$ cat src/logic/flash_spi_map.svh
// constants of the serial flash front end: opcodes, status layout, timing
// assumes it is included by the front end module
`ifndef FLASH_SPI_MAP_SVH
`define FLASH_SPI_MAP_SVH

`define OP_SET_WRITE_LATCH   8'h06
`define OP_CLEAR_WRITE_LATCH 8'h04
`define OP_STATUS_READ       8'h05
`define OP_STATUS_WRITE      8'h01
`define OP_ARRAY_READ        8'h03
`define OP_ARRAY_FAST_READ   8'h0B
`define OP_PAGE_PROGRAM      8'h02
`define OP_PAGE_WIPE         8'h81
`define OP_SECTOR_WIPE       8'hD8
`define OP_FULL_WIPE         8'hC7
`define OP_SOFT_GUARD_ENTER  8'hB9
`define OP_SOFT_GUARD_EXIT   8'hAB

`define ST_HW_GUARD_BIT      7
`define ST_LEVEL_HI_BIT      3
`define ST_LEVEL_LO_BIT      2
`define ST_WRITE_LATCH_BIT   1
`define ST_BUSY_BIT          0
`define STATUS_RESET         8'h00

`define PROT_QUARTER_FROM    18'h30000
`define PROT_HALF_FROM       18'h20000
`define PROT_ALL_FROM        18'h00000

`define CLK_MHZ              250
`define PROG_TIME_MS         8
`define BUSY_CYCLES_DEFAULT  (`PROG_TIME_MS * `CLK_MHZ * 1000)

`endif

$ cat src/logic/flash_spi_pkg.sv
// types shared by the serial flash front end
// assumes the map header sits beside it
package flash_spi_pkg;

    // sequence position inside one selected frame
    typedef enum logic [4:0] {
        ST_OPCODE   = 5'b00001,
        ST_STAT_OUT = 5'b00010,
        ST_STAT_IN  = 5'b00100,
        ST_IGNORE   = 5'b01000,
        ST_DEAD     = 5'b10000
    } seqState_t;

    // pins sampled from outside the clock domain
    typedef struct packed {
        logic selectN;
        logic sck;
        logic mosi;
        logic pauseN;
        logic guardN;
    } pinSample_t;

endpackage : flash_spi_pkg

$ cat src/logic/pin_sync.sv
// two flip-flop synchroniser for a group of pins
// assumes a synchronous-release active-low reset on the same clock
module pin_sync #(
    parameter int                 WIDTH    = 1,
    parameter logic [WIDTH-1:0]   RST_VAL  = '0
) (
    input  wire logic             clk,
    input  wire logic             rstN,
    input  wire logic [WIDTH-1:0] din,
    output logic      [WIDTH-1:0] dout
);
    logic [WIDTH-1:0] meta;

    // first stage is read only by the second
    always_ff @(posedge clk or negedge rstN)
    begin
        if (!rstN)
        begin
            meta <= RST_VAL;
            dout <= RST_VAL;
        end
        else
        begin
            meta <= din;
            dout <= meta;
        end
    end
endmodule : pin_sync

$ cat src/logic/serial_flash_spi_front_end.sv
// serial front end of a small serial flash: opcode intake, pause, status byte
// assumes the spi pins arrive unsynchronised; the system clock far outruns sck
`include "flash_spi_map.svh"
module serial_flash_spi_front_end #(
    parameter int BUSY_CYCLES = `BUSY_CYCLES_DEFAULT
) (
    input  wire logic        clk,
    input  wire logic        resetn,
    input  wire logic        select_n,
    input  wire logic        sck,
    input  wire logic        mosi,
    input  wire logic        pause_n,
    input  wire logic        write_guard_n,
    output logic             miso,
    output logic             misoOe,
    output logic [7:0]       statusByte,
    output logic             arrayStart,
    output logic [7:0]       arrayOpcode,
    output logic             protectAny,
    output logic [17:0]      protectFrom,
    output logic             softGuard
);
    localparam int CW = $clog2(BUSY_CYCLES + 1);

    // refuse a busy time of less than one cycle
    if (BUSY_CYCLES < 1)
    begin : g_busy_check
        $error("BUSY_CYCLES must be at least one");
    end

    localparam flash_spi_pkg::pinSample_t PIN_RST = '{
        selectN: 1'b1, sck: 1'b0, mosi: 1'b0, pauseN: 1'b1, guardN: 1'b1};

    // compose the status byte
    function automatic logic [7:0] packStatus(
        input logic       guardEn,
        input logic [1:0] level,
        input logic       latch,
        input logic       busyFlag
    );
        logic [7:0] s;
        s = `STATUS_RESET;
        s[`ST_HW_GUARD_BIT]    = guardEn;
        s[`ST_LEVEL_HI_BIT]    = level[1];
        s[`ST_LEVEL_LO_BIT]    = level[0];
        s[`ST_WRITE_LATCH_BIT] = latch;
        s[`ST_BUSY_BIT]        = busyFlag;
        return s;
    endfunction : packStatus

    // lowest protected address for a level
    function automatic logic [17:0] levelFrom(input logic [1:0] level);
        logic [17:0] a;
        a = `PROT_ALL_FROM;
        unique case (level)
            2'b01: a = `PROT_QUARTER_FROM;
            2'b10: a = `PROT_HALF_FROM;
            default: a = `PROT_ALL_FROM;
        endcase
        return a;
    endfunction : levelFrom

    logic                        rstMeta;
    logic                        rstN;
    flash_spi_pkg::pinSample_t   rawPins;
    flash_spi_pkg::pinSample_t   pins;
    logic                        sckPrev;
    logic                        selNPrev;
    logic                        paused;
    flash_spi_pkg::seqState_t    state;
    flash_spi_pkg::seqState_t    next_state;
    logic [2:0]                  bitCount;
    logic [6:0]                  rxShift;
    logic [6:0]                  txShift;
    logic [2:0]                  txCount;
    logic                        txStarted;
    logic                        hwGuard;
    logic [1:0]                  level;
    logic                        wel;
    logic [CW-1:0]               busyCount;
    logic                        pendingStatus;
    logic [7:0]                  statusData;
    logic                        pendingArray;

    // reset release through two flops
    always_ff @(posedge clk or negedge resetn)
    begin
        if (!resetn)
        begin
            rstMeta <= 1'b0;
            rstN    <= 1'b0;
        end
        else
        begin
            rstMeta <= 1'b1;
            rstN    <= rstMeta;
        end
    end

    assign rawPins = '{selectN: select_n, sck: sck, mosi: mosi,
                       pauseN: pause_n, guardN: write_guard_n};

    pin_sync #(
        .WIDTH   ($bits(flash_spi_pkg::pinSample_t)),
        .RST_VAL (PIN_RST)
    ) u_pin_sync (
        .clk  (clk),
        .rstN (rstN),
        .din  (rawPins),
        .dout (pins)
    );

    // edge detection and qualifiers
    wire        selected  = ~pins.selectN;
    wire        selFall   = selected & selNPrev;
    wire        selRise   = pins.selectN & ~selNPrev;
    wire        sckRise   = pins.sck & ~sckPrev;
    wire        sckFall   = ~pins.sck & sckPrev;
    wire        running   = selected & ~selFall & ~paused;
    wire        takeBit   = running & sckRise & (state != flash_spi_pkg::ST_DEAD);
    wire        byteDone  = takeBit & (bitCount == 3'h7);
    wire [7:0]  rxByte    = {rxShift, pins.mosi};
    wire        busy      = (busyCount != '0);
    wire        hwGuarded = ~pins.guardN & hwGuard;
    wire [7:0]  statusNow = packStatus(hwGuard, level, wel, busy);
    wire        opDone    = byteDone & (state == flash_spi_pkg::ST_OPCODE);

    // pause follows the pin only while sck is low
    wire        next_paused = selected & (pins.sck ? paused : ~pins.pauseN);

    // opcode decode
    wire isSetLatch  = (rxByte == `OP_SET_WRITE_LATCH);
    wire isClrLatch  = (rxByte == `OP_CLEAR_WRITE_LATCH);
    wire isStatRead  = (rxByte == `OP_STATUS_READ);
    wire isStatWrite = (rxByte == `OP_STATUS_WRITE);
    wire isRead      = (rxByte == `OP_ARRAY_READ) |
                       (rxByte == `OP_ARRAY_FAST_READ);
    wire isProgram   = (rxByte == `OP_PAGE_PROGRAM);
    wire isWipe      = (rxByte == `OP_PAGE_WIPE) | (rxByte == `OP_SECTOR_WIPE) |
                       (rxByte == `OP_FULL_WIPE);
    wire isGuardIn   = (rxByte == `OP_SOFT_GUARD_ENTER);
    wire isGuardOut  = (rxByte == `OP_SOFT_GUARD_EXIT);
    wire isKnown     = isSetLatch | isClrLatch | isStatRead | isStatWrite | isRead |
                       isProgram | isWipe | isGuardIn | isGuardOut;
    wire accept      = opDone & isKnown & (~busy | isStatRead);
    wire arrayOp     = isProgram | isWipe;

    // status write gating and commit
    wire statLoad    = byteDone & (state == flash_spi_pkg::ST_STAT_IN) &
                       wel & ~hwGuarded;
    wire statAbort   = pendingStatus & selected & hwGuarded;
    wire statCommit  = selRise & pendingStatus;
    wire arrayGo     = selRise & pendingArray & ~busy;

    // sequence state machine
    always_comb
    begin
        next_state = state;
        unique case (state)
            flash_spi_pkg::ST_OPCODE:
            begin
                if (opDone)
                begin
                    if (!isKnown)
                        next_state = flash_spi_pkg::ST_DEAD;
                    else if (busy && !isStatRead)
                        next_state = flash_spi_pkg::ST_IGNORE;
                    else if (isStatRead)
                        next_state = flash_spi_pkg::ST_STAT_OUT;
                    else if (isStatWrite)
                        next_state = flash_spi_pkg::ST_STAT_IN;
                    else
                        next_state = flash_spi_pkg::ST_IGNORE;
                end
            end
            flash_spi_pkg::ST_STAT_IN:
            begin
                if (byteDone)
                    next_state = flash_spi_pkg::ST_IGNORE;
            end
            flash_spi_pkg::ST_STAT_OUT,
            flash_spi_pkg::ST_IGNORE,
            flash_spi_pkg::ST_DEAD:
                next_state = state;
            default:
                next_state = flash_spi_pkg::ST_OPCODE;
        endcase
        if (!selected || selFall)
            next_state = flash_spi_pkg::ST_OPCODE;
    end

    // sampled history and sequence
    always_ff @(posedge clk or negedge rstN)
    begin
        if (!rstN)
        begin
            sckPrev  <= 1'b0;
            selNPrev <= 1'b1;
            paused   <= 1'b0;
            state    <= flash_spi_pkg::ST_OPCODE;
        end
        else
        begin
            sckPrev  <= pins.sck;
            selNPrev <= pins.selectN;
            paused   <= next_paused;
            state    <= next_state;
        end
    end

    // input shifter and bit counter
    always_ff @(posedge clk or negedge rstN)
    begin
        if (!rstN)
        begin
            bitCount <= 3'h0;
            rxShift  <= 7'h00;
        end
        else if (selFall || !selected)
        begin
            bitCount <= 3'h0;
            rxShift  <= 7'h00;
        end
        else if (takeBit)
        begin
            bitCount <= bitCount + 3'h1;
            rxShift  <= rxByte[6:0];
        end
    end

    // status byte output on falling sck
    always_ff @(posedge clk or negedge rstN)
    begin
        if (!rstN)
        begin
            miso      <= 1'b0;
            txShift   <= 7'h00;
            txCount   <= 3'h0;
            txStarted <= 1'b0;
        end
        else if (selFall || !selected)
        begin
            txCount   <= 3'h0;
            txStarted <= 1'b0;
        end
        else if (running && sckFall && state == flash_spi_pkg::ST_STAT_OUT)
        begin
            txStarted <= 1'b1;
            txCount   <= txCount + 3'h1;
            if (txCount == 3'h0)
            begin
                miso    <= statusNow[7];
                txShift <= statusNow[6:0];
            end
            else
            begin
                miso    <= txShift[6];
                txShift <= {txShift[5:0], 1'b0};
            end
        end
    end

    // enable is low only while driving the status byte
    always_ff @(posedge clk or negedge rstN)
    begin
        if (!rstN)
            misoOe <= 1'b1;
        else
            misoOe <= ~(selected & ~next_paused & txStarted &
                        (state == flash_spi_pkg::ST_STAT_OUT));
    end

    // pending status and array actions
    always_ff @(posedge clk or negedge rstN)
    begin
        if (!rstN)
        begin
            pendingStatus <= 1'b0;
            statusData    <= `STATUS_RESET;
            pendingArray  <= 1'b0;
            arrayOpcode   <= 8'h00;
        end
        else
        begin
            if (statLoad)
            begin
                pendingStatus <= 1'b1;
                statusData    <= rxByte;
            end
            else if (statAbort || statCommit || selFall)
                pendingStatus <= 1'b0;
            if (accept && arrayOp && wel && !busy)
            begin
                pendingArray <= 1'b1;
                arrayOpcode  <= rxByte;
            end
            else if (selRise || selFall)
                pendingArray <= 1'b0;
        end
    end

    // status register fields and busy timer
    always_ff @(posedge clk or negedge rstN)
    begin
        if (!rstN)
        begin
            hwGuard   <= 1'(`STATUS_RESET >> `ST_HW_GUARD_BIT);
            level     <= 2'b00;
            wel       <= 1'b0;
            busyCount <= '0;
            softGuard <= 1'b0;
        end
        else
        begin
            if (statCommit)
            begin
                hwGuard <= statusData[`ST_HW_GUARD_BIT];
                level   <= {statusData[`ST_LEVEL_HI_BIT],
                            statusData[`ST_LEVEL_LO_BIT]};
                wel     <= 1'b0;
            end
            else if (accept && isSetLatch)
                wel <= 1'b1;
            else if (accept && isClrLatch)
                wel <= 1'b0;
            else if (busyCount == CW'(1))
                wel <= 1'b0;
            if (arrayGo)
                busyCount <= CW'(BUSY_CYCLES);
            else if (busy)
                busyCount <= busyCount - CW'(1);
            if (accept && isGuardIn)
                softGuard <= 1'b1;
            else if (accept && isGuardOut)
                softGuard <= 1'b0;
        end
    end

    // registered views for the array side
    always_ff @(posedge clk or negedge rstN)
    begin
        if (!rstN)
        begin
            statusByte  <= `STATUS_RESET;
            arrayStart  <= 1'b0;
            protectAny  <= 1'b0;
            protectFrom <= `PROT_ALL_FROM;
        end
        else
        begin
            statusByte  <= statusNow;
            arrayStart  <= arrayGo;
            protectAny  <= (level != 2'b00);
            protectFrom <= levelFrom(level);
        end
    end
endmodule : serial_flash_spi_front_end

$ cat config.mk
export PLATFORM = sky130hd
export DESIGN_NAME = serial_flash_spi_front_end
export DESIGN_NICKNAME = d
export VERILOG_FILES = /design/src/logic/flash_spi_pkg.sv /design/src/logic/pin_sync.sv /design/src/logic/serial_flash_spi_front_end.sv
export VERILOG_INCLUDE_DIRS = /design/src /design/src/logic
export SDC_FILE = /design/constraint.sdc
export NUM_CORES = 1
export LEC_CHECK = 0
export BUFFER_PORTS_ARGS = -buffer_cell sky130_fd_sc_hd__clkbuf_2
export CAP_MARGIN = 20
export CORE_UTILIZATION = 52
export CTS_CLUSTER_SIZE = 8
export DETAILED_ROUTE_END_ITERATION = 12
export GPL_TIMING_DRIVEN = 1
export PLACE_DENSITY_LB_ADDON = 0.1
export SLEW_MARGIN = 20
export SYNTH_ARGS = -nofsm -noshare
export SYNTH_HDL_FRONTEND = slang
export SYNTH_SLANG_ARGS = --single-unit
$ cat constraint.sdc
create_clock -name clk -period 2.9 [get_ports clk]
set_clock_uncertainty 0.15 [all_clocks]
set_input_delay 0.145 -clock clk [delete_from_list [all_inputs] [get_ports clk]]
set_output_delay 0.145 -clock clk [all_outputs]
set_load 0.03 [all_outputs]
### Yosys cells after proc, flatten, opt, wreduce, memory -nomap -nowiden

Cells that the tools add are included.

* add/sub/neg operators: 3
* equal/unequal tests: 25
* muxes and demuxes: 32
* bitwise gates (word level): 51
* reductions and logical operators: 29

Operators by type and width (number)
* 21-bit two-way mux: 2
* 8-bit == test, second input constant: 5
* 18-bit case mux with 2 select lines: 1
* 1-bit bitwise AND: 25
* 8-bit by 3-bit == test with 1-bit output, second input constant: 3
* 21-bit by 1-bit == test with 1-bit output, second input constant: 1
* 7-bit two-way mux: 3
* 21-bit nonzero test: 1
* 21-bit by 1-bit subtractor with 21-bit output, second input constant: 1
* 5-bit two-way mux: 4
* 8-bit by 2-bit == test with 1-bit output, second input constant: 2
* 5-bit case mux with 3 select lines: 1
* 1-bit two-way mux: 14
* 2-bit nonzero test: 7
* 1-bit inverter: 13
* 1-bit OR: 13
* 3-bit two-way mux: 4
* 4-bit two-way mux: 3
* 1-bit logical AND: 10
* 8-bit by 1-bit == test with 1-bit output, second input constant: 1
* 8-bit by 4-bit == test with 1-bit output, second input constant: 1
* 3-bit by 1-bit adder with 3-bit output, second input constant: 2
* 3-bit by 2-bit inequality test with 1-bit output, second input constant: 2
* 5-bit by 1-bit == test with 1-bit output, second input constant: 1
* other kinds (16): 20

* bits in registers: 112
* input port bits: 7
* output and inout port bits: 39
* logic and storage cells: 168

### Logic depth before layout (Yosys ltp)

Gate-level depths: netlist of run 1.

* depth after elaboration: 15
* depth in mapped cells: 10
* gate-level depth less buffers: 8

### Cells and area by module

Synthesis of run 1 repeated with hierarchy kept, for this count alone.

* cells, all modules: 386
* area, all modules: 4147.7 um^2

Modules (own cells, without submodules)
* serial_flash_spi_front_end: times used 1, cells an instance 376, area each 3890.0 um^2, sequential area each 2030.7 um^2
* pin_sync: times used 1, cells an instance 10, area each 257.7 um^2, sequential area each 257.7 um^2

### Worst setup path after synthesis of run 1

OpenSTA, ideal clock, no wires.

* kind: register to register
* start: register busyCount[5]
* end: register arrayOpcode[0]
* setup time: 0.125 ns
* data arrival time: 2.185 ns
* required time: 2.625 ns
* setup slack: 0.440 ns
* stages on the path, launching flop included: 7
* path buffers: 1
* period minus slack after synthesis: 2.460 ns
* cell sequence: dfrtp_1 -> or3_4 -> or4_1 -> buf_2 -> nor3_4 -> o2111ai_4 -> mux2_2

* longest elaborated chain between the ends: 7
* elaborated cells between the ends (all ways): 8
* classes of those cells: bitwise: 3; reduce/logical: 5

Ends and longest elaborated chain
* start: declaration: line serial_flash_spi_front_end.sv:80 `logic [CW-1:0] busyCount;`
* start signal: assignment: line serial_flash_spi_front_end.sv:329 `busyCount <= CW'(BUSY_CYCLES);`
* start signal: assignment: line serial_flash_spi_front_end.sv:331 `busyCount <= busyCount - CW'(1);`
* 21-bit nonzero test *: line serial_flash_spi_front_end.sv:123 `wire busy = (busyCount != '0);`
* 1-bit inverter: line serial_flash_spi_front_end.sv:145 `wire accept = opDone & isKnown & (~busy | isStatRead);`
* 1-bit OR: line serial_flash_spi_front_end.sv:145
* 1-bit bitwise AND: line serial_flash_spi_front_end.sv:145
* 1-bit logical AND (2 in a row): line serial_flash_spi_front_end.sv:292 `if (accept && arrayOp && wel && !busy)`
* 1-bit logical AND *: line serial_flash_spi_front_end.sv:292
* end signal: assignment: line serial_flash_spi_front_end.sv:295 `arrayOpcode <= rxByte;`
* end: declaration: line serial_flash_spi_front_end.sv:18 `output logic [7:0] arrayOpcode,`

Every way passes the cells marked *; elsewhere a longest branch is shown, timed or not.
A chain may end at the register's enable or synchronous reset.

### Final worst setup path of run 1

* start: register busyCount[5]
* end: register busyCount[18]

* longest elaborated chain between the ends: 4
* elaborated cells between the ends (all ways): 7
* classes of those cells: add/sub: 1; mux: 2; bitwise: 2; reduce/logical: 2

Ends and longest elaborated chain
* branches (longest 4 deep; another with 21-bit by 1-bit subtractor with 21-bit output)

Several ways; the timed one is not identified. The select of a mux whose other input is x is not followed.

==> metrics.txt, run 1 <==
Crit path max-delay family simple AND/OR/NAND/NOR gates; Slew HR 59.65%; Final Hold Viols 0; Initial DRC Count 82; fin crit period 2.662 ns; Yosys top cell area share 50.23%; Cell variety after synth 47; crit-path max FO 14; Initial Util 55.14%; io pins 46; Peak VDD IR 285.9 uV; RSZ-0062 raised after global routing no; area of the mapped netlist 4085 um2; crit path buf inv count 1; crit share post-route 91.80%; WL met1 3396 um; first-pass GRT wire length 12,680 um; DRT antenna net count 0; diode count 0; total power draw 2.253 mW; worst slew pin tran 0.6038 ns; Final Util 61.14%; Crit path largest cell delay 0.64 ns; Synth area leader dfrtp_1; YS warnings 0; via density per instance 5.213; Flop pwr share 57.7%; initial antenna violation count 0; HPWL Detailed 4870 um; Residual DRC 0; FF+latch count, synth 91; Post-Synthesis Cells 379; total grt overflow 0; Int Pwr 1.730 mW; Post-synth EDFFs 0; wire length on met3 231 um; share of cells above drive strength 1 17.70%; HP Class flip-flop to async pin; switching power 0.5230 mW; Clock power frac 38.6%; Leak 2.360 nW; critical path class flip-flop to flip-flop; asr flop ratio synth 100.0%; synth-to-layout area growth 10.87%; commonest non-fill, non-tap cell in the layout dfrtp_1; largest net degree at the start of global routing 59; Worst setup EP type flip-flop; PwrDens 497.4 nW/um2; Final #Nets 431; clock buffer depth 2; fillers 646; total negative slack 0 ns; Wirelength per Cell 13.68 um; Synth area leaders dfrtp_1 (50%), dfstp_2 (5.8%), nand2_1 (4.2%); most used cells in the layout excluding fill and tap cells dfrtp_1 (81), nand2_1 (46), clkbuf_2 (26); vias in the first global route 2,723; Max Slew Vio Count 0; syn_area_per_cell 10.78 um2; CTS Buf Count 9; htree depth 3; Slowest-stage cell, CP or4_1; CTS tree yes; DR WL met2 3322 um; Primary FF master, synth dfrtp_1; Worst Setup Start Kind flip-flop; Logic pwr share 3.7%; via count 2,695; Total Routed Length 7072 um; max_cap viols 0; clk slew on worst S/H paths 0.09 ns; worst skew pair latency 0.35 ns; R2R cell count 7; Sw Ratio 23.21%; # setup viols final 0; core area 7408 um2; Die Width 90.64 um; Req. time, crit path 3.01 ns; WP data arrival 2.77 ns; placer congestion estimate 0.8190; reg2reg end busyCount[18]; outcome finished, final reports clean; crit-path cells or3_4, or4_1, nor3_4, buf_4, nand2_1, or3b_2, xnor2_1; number of core rows 31; die area 8215 um2; root buffer cell clkbuf_8; Top Metal Used met4; # port buffers 26; Die Y 90.64 um; sequential area share after synthesis 56.02%; post-CTS resize count 0; worst r2r src busyCount[5]; Max Clk Rate 375.6 MHz; clk sinks 91; Detailed Routing Iterations Pass 1 4; r2r setup slk 0.24 ns; Tot GR Track Use 19.30%
==> registers in the layout, summed over array words and instances, names as in the netlist, 3 cells and up <==
signal           cells
arrayOpcode          8
bitCount             3
busyCount           21
rxShift              7
state                5
statusByte           5
statusData           3
txCount              3
txShift              7
u_pin_sync.dout      5
u_pin_sync.meta      5
==> layer usage <==
metal | vias up | global-route usage, %
li1 | 1322 | -
met1 | 1314 | 25.84
met2 | 48 | 30.87
met3 | 11 | 3.199
met4 | 0 | 8.737
met5 | - | 0
==> synthesized netlist by cell type (3+ instances only) <==
cell,count
dfrtp_1,82
mux2_2,13
buf_2,4
or3_1,6
dfstp_2,9
and2_1,3
nand4_1,3
and3_1,4
mux2i_1,8
buf_4,19
clkbuf_1,9
nand4b_1,4
o21ai_0,22
nand3_1,19
nand2b_1,5
nor3_1,9
xnor2_1,4
ha_1,11
nor2_1,24
nand2_1,46
nor4b_1,3
nor2b_1,4
a21oi_1,6
nor4_1,5
inv_1,17
xor2_1,12
==> worst reg2reg max path: cells and delay by family (launching register included) <==
family	cells	cell delay (ns)
buffers and inverters	1	0.24
xor gates and xnor gates	1	0.11
DFF	1	0.40
and+or+nand+nor	5	1.67
==> logic make-up after synthesis <==
logic type / share of synthesized area [%]
AND/OR/NAND/NOR: 18.50
flip-flops: 56.02
buffers and inverters: 6.462
AO/OA/AOI/OAI: 6.493
multiplexers: 5.544
XOR/XNOR: 3.430
adder cells (fa/ha/maj): 3.369
other: 0.1838
==> area by class of cell <==
class | count | area (um2) | share of cell area [%]
Timing Repair Buffer | 38 | 250.2 | 5.525
Clock inverter | 5 | 57.56 | 1.271
Tap cell | 99 | 123.9 | 2.735
Sequential cell | 91 | 2292 | 50.61
Clock buffer | 11 | 141.4 | 3.122
Inverter | 17 | 63.81 | 1.409
Multi-Input combinational cell | 256 | 1600 | 35.33
==> stage by stage <==
stage,cell area [um2],hold slack (ns),std cells,worst slack [ns]
5_1_grt,4529,0.1715,517,0.08093
3_5_place_dp,4260,-0.2187,494,0.2444
6_report,4529,0.1244,517,0.2378
2_1_floorplan,4153,-0.3006,397,0.04335
4_1_cts,4529,0.1456,517,0.2041
3_3_place_gp,4260,-0.2201,494,0.3411
==> how the worst max path moves through the flow <==
stage | start | to | slack, ns | cells past startpoint
4_1_cts | busyCount[5] | busyCount[18] | 0.20 | 7
3_3_place_gp | busyCount[5] | busyCount[18] | 0.34 | 7
6_report | busyCount[5] | busyCount[18] | 0.24 | 7
2_1_floorplan | rstN | arrayOpcode[0] | 0.04 | 0
5_1_grt | busyCount[4] | softGuard | 0.08 | 7
3_5_place_dp | busyCount[5] | busyCount[18] | 0.24 | 7
==> power groups by stage <==
stage | sequential [mW] | combinational [mW] | clock, mW
finish | 1.30 | 0.0842 | 0.869
global route | 1.30 | 0.0937 | 0.941
CTS | 1.30 | 0.0854 | 0.894
detailed placement | 1.33 | 0.0782 | 0
global placement | 1.33 | 0.0773 | 0
floorplan | 1.33 | 0.0713 | 0
==> timing repair <==
item | CTS | global route
buffers inserted | 0 | 0
hold buffers | 7 | 0
hold endpoints to repair | 7 | 0
setup endpoints to repair | 0 | 0
No activity file was read; power rests on OpenSTA's default activity.
==> inputs of run 2 (changes only) <==
Settings changed: CORE_UTILIZATION 52 to 62.
Clock period 2.9 ns to 3.42 ns, I/O delays scaled along.
==> run 2 against run 1 <==
Largest power group unchanged; non-clock buffer count shrank 2; die area down 16%; critical endpoint is now arrayOpcode[7]; first-iteration DRC count up 38%; final cell count shrank 4.6%.
==> metrics.txt, run 2 (synthesis gave the netlist of run 1 again) <==
Finished Layout Cells 493 (-4.6%); most used cells in the layout excluding fill and tap cells dfrtp_1 (81), nand2_1 (46), clkbuf_2 (26); crit-path max FO 17 (+3); Wirelength per Cell 14.37 um (+5.0%); number of core rows 29 (-6.5%); max_cap viols 0 (unchanged); first-pass GRT wire length 12,350 um (-2.6%); CTS tree yes; Max Clk Rate 357.5 MHz (-4.8%); CTS Buf Count 9 (unchanged); Worst Setup Start Kind flip-flop; Initial DRC Count 113 (+38%); Clock power frac 43.4% (+4.8 points); Req. time, crit path 3.51 ns (+0.50 ns); Final #Nets 429 (-0.46%); Logic pwr share 3.5% (-0.2 points); total grt overflow 0 (unchanged); crit share post-route 81.78% (-10 points); post-CTS repair timing setup buffer count 0 (unchanged); DP Cell Count 469 (-5.1%); # port buffers 26 (unchanged); Top Registers busyCount x21, arrayOpcode x8; Die Y 83.17 um (-8.2%); Initial Util 64.33% (+9.2 points); Sw Ratio 21.88% (-1.3 points); total power draw 2.077 mW (-7.8%); core area 6350 um2 (-14%); diode count 0 (unchanged); switching power 0.4544 mW (-13%); Flop pwr share 53.1% (-4.6 points); io pins 46 (unchanged); max reg flops 21 (unchanged); fillers 462 (-28%); Detailed Routing Iterations Pass 1 4 (unchanged); # setup viols final 0 (unchanged); PwrDens 456.3 nW/um2 (-8.3%); via density per instance 5.323 (+2.1%); Int Pwr 1.622 mW (-6.2%); HP Class flip-flop to async pin; clock buffer depth 2 (unchanged); dpl cell area 4198 um2 (-1.5%); most flop-heavy register busyCount; final instance area 4552 um2 (+0.50%); placer congestion estimate 0.8744 (+6.8%); Total Routed Length 7084 um (+0.17%); initial antenna violation count 0 (unchanged); WP data arrival 2.89 ns (+0.12 ns); Tot GR Track Use 22.66% (+3.4 points); outcome finished, final reports clean; clk slew on worst S/H paths 0.09 ns (about the same); cts hold-fix bufs 7 (unchanged); Die Width 83.17 um (-8.2%); clk sinks 91 (unchanged); share of cells above drive strength 1 17.55% (-0.16 points); synth-to-layout area growth 11.42%; Max Slew Vio Count 0 (unchanged); vias in the first global route 2,589 (-4.9%); commonest non-fill, non-tap cell in the layout dfrtp_1; root buffer cell clkbuf_8; total negative slack 0 ns (unchanged); Peak VDD IR 369.2 uV (+29%); Leak 2.378 nW (+0.79%); RSZ-0062 raised after global routing no; worst skew pair latency 0.36 ns (about the same); via count 2,624 (-2.6%); Hold Slack 0.1195 ns (-0.004948 ns); fin crit period 2.797 ns (+0.1346 ns); Final WS setup 0.6232 ns (+0.3854 ns); critical path class flip-flop to flip-flop; Residual DRC 0 (unchanged); DRT antenna net count 0 (unchanged); htree depth 3 (unchanged); Slew HR 52.52% (-7.1 points); post-CTS resize count 0 (unchanged); HPWL Detailed 4792 um (-1.6%); largest net degree at the start of global routing 87 (+47%); worst slew pin tran 0.7057 ns (+0.1020 ns); Final Util 71.68% (+11 points); Final Hold Viols 0 (unchanged); die area 6917 um2 (-16%); pre-CTS worst setup slack 0.6141 ns (+0.3697 ns); Worst setup EP type flip-flop
[run 2: final timing paths]
kind / start / to / slack (ns) / cells after the start
min in group clk: u_pin_sync.meta[2] / u_pin_sync.dout[2] / 0.20 / 0
worst min register to register: rstN / u_pin_sync.meta[2] / 0.12 / 0
worst max register to register: u_pin_sync.dout[4] / arrayOpcode[7] / 0.62 / 7
max in group asynchronous: rstN / selNPrev / 2.19 / 2
worst max-delay path: u_pin_sync.dout[4] / arrayOpcode[7] / 0.62 / 7
worst min-delay path: rstN / u_pin_sync.meta[2] / 0.12 / 0
[run 2: power groups by stage]
stage	sequential, mW	combinational, mW	clock, mW
floorplan	1.13	0.0604	0
global placement	1.14	0.0506	0
detailed placement	1.14	0.0511	0
CTS	1.11	0.0575	0.921
global route	1.11	0.0811	0.963
finish	1.10	0.0729	0.902
[run 2: layout make-up]
class / instances / area (um2) / area share, %
Sequential cell: 91 / 2292 / 50.36
Multi-Input combinational cell: 256 / 1600 / 35.16
Timing Repair Buffer: 36 / 242.7 / 5.333
Clock buffer: 10 / 137.6 / 3.024
Clock inverter: 6 / 118.9 / 2.611
Tap cell: 77 / 96.34 / 2.117
Inverter: 17 / 63.81 / 1.402
[run 2: per-layer routing]
layer	part of all wire [%]	GRT usage, %
met1	46	31.07
met2	50	36.21
met3	2.0	3.579
met4	1.6	9.718
met5	0	0
[run 2: critical path, stage by stage (launching register included)]
cell,delay [ns]
dfstp_2,0.40
inv_1,0.10
ha_1,0.52
nor4bb_1,0.38
and2_1,0.28
and4b_1,0.31
o2111ai_4,0.21
mux2_2,0.34
==> inputs of run 3 (changes only) <==
Settings changed: ABC_AREA set to 1, CORE_UTILIZATION 62 to 59.
Clock period 3.42 ns to 2.7 ns, I/O delays scaled along.
==> run 3 against run 2 <==
Setup slack got worse by 0.30 ns; die area rose by 15%; cell area rose by 7.5%; synthesized cell count rose by 28%; power rose by 18%; non-clock buffer count fell by 2; register-to-register slack got worse by 0.30 ns; via count rose by 20%; critical path type unchanged; critical endpoint is now statusData[7]; highest routed layer unchanged.
==> metrics.txt, run 3 <==
fin crit period 2.377 ns (-0.4201 ns); HP Class flip-flop to async pin; Wirelength per Cell 12.63 um (-12%); Worst Setup Start Kind flip-flop; max reg flops 21 (unchanged); commonest non-fill, non-tap cell in the layout nand2_1; Die Width 89.05 um (+7.1%); clock buffer depth 2 (unchanged); Reg area 2292 um2 (unchanged); dpl cell area 4638 um2 (+10%); YS warnings 0 (unchanged); grt met1 use 28.93% (-2.1 points); Cell variety after synth 44 (-6.4%); clk sinks 91 (unchanged); Multi-input gate area 1866 um2 (+17%); Detailed Routing Iterations Pass 1 4 (unchanged); worst r2r src u_pin_sync.dout[4]; clk slew on worst S/H paths 0.08 ns (about the same); Slew HR 66.08% (+14 points); Residual DRC 0 (unchanged); first-pass GRT wire length 13,340 um (+8.0%); # port buffers 26 (unchanged); Finished Layout Cells 627 (+27%); Crit path largest cell delay 0.46 ns (-0.06 ns); Post-synth EDFFs 0 (unchanged); final instance area 4895 um2 (+7.5%); via density per instance 5.011 (-5.8%); crit-path cells inv_1, ha_1, nand2_2, nor2_4, nand2_2, inv_2, nand2_1, or3_1, nand2_1, o21ai_2; Post-Synthesis Cells 484 (+28%); Leak 2.600 nW (+9.3%); largest net degree at the start of global routing 52 (-40%); post-CTS resize count 0 (unchanged); outcome finished, final reports clean; grt met2 use 37.48% (+1.3 points); placer congestion estimate 0.9120 (+4.3%); commonest cells in the synthesized netlist nand2_1 (96), dfrtp_1 (82), nor2_1 (51), inv_1 (41); Final Hold Viols 0 (unchanged); HPWL Detailed 5900 um (+23%); diode count 0 (unchanged); share of cells above drive strength 1 22.35% (+4.8 points); total power draw 2.443 mW (+18%); worst slew pin tran 0.5087 ns (-0.1970 ns); Worst setup EP type flip-flop; CTS Buf Count 9 (unchanged); Req. time, crit path 2.79 ns (-0.72 ns); asr flop ratio synth 100.0% (unchanged); Initial DRC Count 127 (+12%); syn_area_per_cell 9.237 um2 (-14%); Synth area leaders dfrtp_1 (46%), nand2_1 (8.1%), dfstp_2 (5.3%); total grt overflow 0 (unchanged); critical path class flip-flop to flip-flop; GR Util met3 4.524% (+0.95 points); crit share post-route 88.03% (+6.2 points); total negative slack 0 ns (unchanged); Yosys top cell area share 45.90% (-4.3 points); vias in the first global route 2,957 (+14%); most flop-heavy register busyCount; via count 3,142 (+20%); io pins 46 (unchanged); most used cells in the layout excluding fill and tap cells nand2_1 (96), dfrtp_1 (81), nor2_1 (51); area of the mapped netlist 4471 um2 (+9.4%); Slowest-stage cell, CP or3_1; PwrDens 499.1 nW/um2 (+9.4%); Peak VDD IR 235.6 uV (-36%); Final #Nets 541 (+26%); Initial Util 61.31% (-3.0 points); Tot GR Track Use 22.41% (-0.25 points); GRT Max-Usage Layer met2; # setup viols final 0 (unchanged); number of core rows 31 (+6.9%); synth-to-layout area growth 9.488%; die area 7929 um2 (+15%); root buffer cell clkbuf_8; reg2reg end statusData[7]; max_cap viols 0 (unchanged); worst skew pair latency 0.35 ns (about the same); Top Registers busyCount x21, arrayOpcode x8; initial antenna violation count 0 (unchanged); WP data arrival 2.47 ns (-0.42 ns); fillers 623 (+35%); Max Slew Vio Count 0 (unchanged); Die Y 89.05 um (+7.1%); FF+latch count, synth 91 (unchanged); core area 7292 um2 (+15%); htree depth 3 (unchanged); Max Clk Rate 420.8 MHz (+18%); CTS tree yes; crit-path max FO 13 (-4); Total Routed Length 7920 um (+12%); r2r setup slk 0.32 ns (-0.30 ns); sequential area share after synthesis 51.19% (-4.8 points); Primary FF master, synth dfrtp_1; most common cell in the netlist nand2_1; R2R cell count 10 (+3); Synth area leader dfrtp_1; DP Cell Count 604 (+29%); RSZ-0062 raised after global routing no; DRT antenna net count 0 (unchanged)
-- run 3: cell types whose count changed after synthesis, moves of 8 or more --
| cell | previous run | this run |
|---|---|---|
| nand2_1 | 46 | 96 |
| nor2_1 | 24 | 51 |
| inv_1 | 17 | 41 |
| nand2_2 | 0 | 19 |
| mux2_2 | 13 | 0 |
| nor2_2 | 0 | 12 |
| inv_2 | 0 | 10 |
| o22ai_1 | 1 | 10 |
| xor2_1 | 12 | 3 |
| clkbuf_1 | 9 | 1 |
| mux2i_1 | 8 | 0 |
-- run 3: worst max-delay path by stage --
stage                     slack, ns            end  cells past startpoint                from
final                          0.32  statusData[7]                     10  u_pin_sync.dout[4]
after global routing           0.17  statusData[3]                     10  u_pin_sync.dout[4]
after CTS                      0.36  statusData[7]                     10  u_pin_sync.dout[4]
after detailed placement       0.36  statusData[7]                     10  u_pin_sync.dout[4]
after global placement         0.47  statusData[7]                     10  u_pin_sync.dout[4]
after floorplan                0.79  statusData[2]                     12  u_pin_sync.dout[4]
-- run 3: per-layer routing --
layer  share of wire [%]  routed length, um
met4                 1.9                154
met3                 3.3                264
met2                  50               3926
met1                  45               3575
met5                   0                  0
-- run 3: area by class of cell --
type                    instances  area share [%]
flip-flops and latches         91           46.83
multi-input cells             334           38.11
repair buffers                 34           4.499
inverters                      53           4.218
clock buffers                  12           2.761
well taps                      99           2.531
clock inverters                 4           1.048
-- run 3: what timing repair did --
| action | 4_1_cts | 5_1_grt |
|---|---|---|
| hold endpoints to repair | 7 | 0 |
| hold buffers | 7 | 0 |
| buffers inserted | 0 | 0 |
-- run 3: cell families (layout without fill, tap and decap cells) --
family / count (synthesis) / in the layout / share of synthesized area (%)
AOI/OAI and AO/OA: 57 / 57 / 7.921
other: 2 / 20 / 0.1680
DFF: 91 / 91 / 51.19
and+or+nand+nor: 235 / 235 / 26.90
xor gates and xnor gates: 11 / 11 / 2.155
adders and majority gates: 11 / 11 / 3.079
buffers and inverters: 77 / 103 / 8.592
-- run 3: through the flow --
step	worst slack (ns)	utilization [%]	hold slack [ns]
6_report	0.3233	67.12	0.1503
5_1_grt	0.1665	67.12	0.2042
4_1_cts	0.3551	67.12	0.1753
3_5_place_dp	0.3567	63.61	-0.2264
3_3_place_gp	0.4701	63.61	-0.2297
2_1_floorplan	0.7903	-	-0.3106
-- run 3: worst max-delay path: cells and delay by family, from the launching register on --
| kind | cells | cell delay [ns] |
|---|---|---|
| and+or+nand+nor | 6 | 1.05 |
| AOI/OAI and AO/OA | 1 | 0.05 |
| buffers and inverters | 2 | 0.21 |
| DFF | 1 | 0.40 |
| adders and majority gates | 1 | 0.41 |
-- run 3: power by group --
part           switching [mW]  internal, mW
clock                   0.453         0.429
combinational           0.108        0.0383
sequential             0.0258          1.39
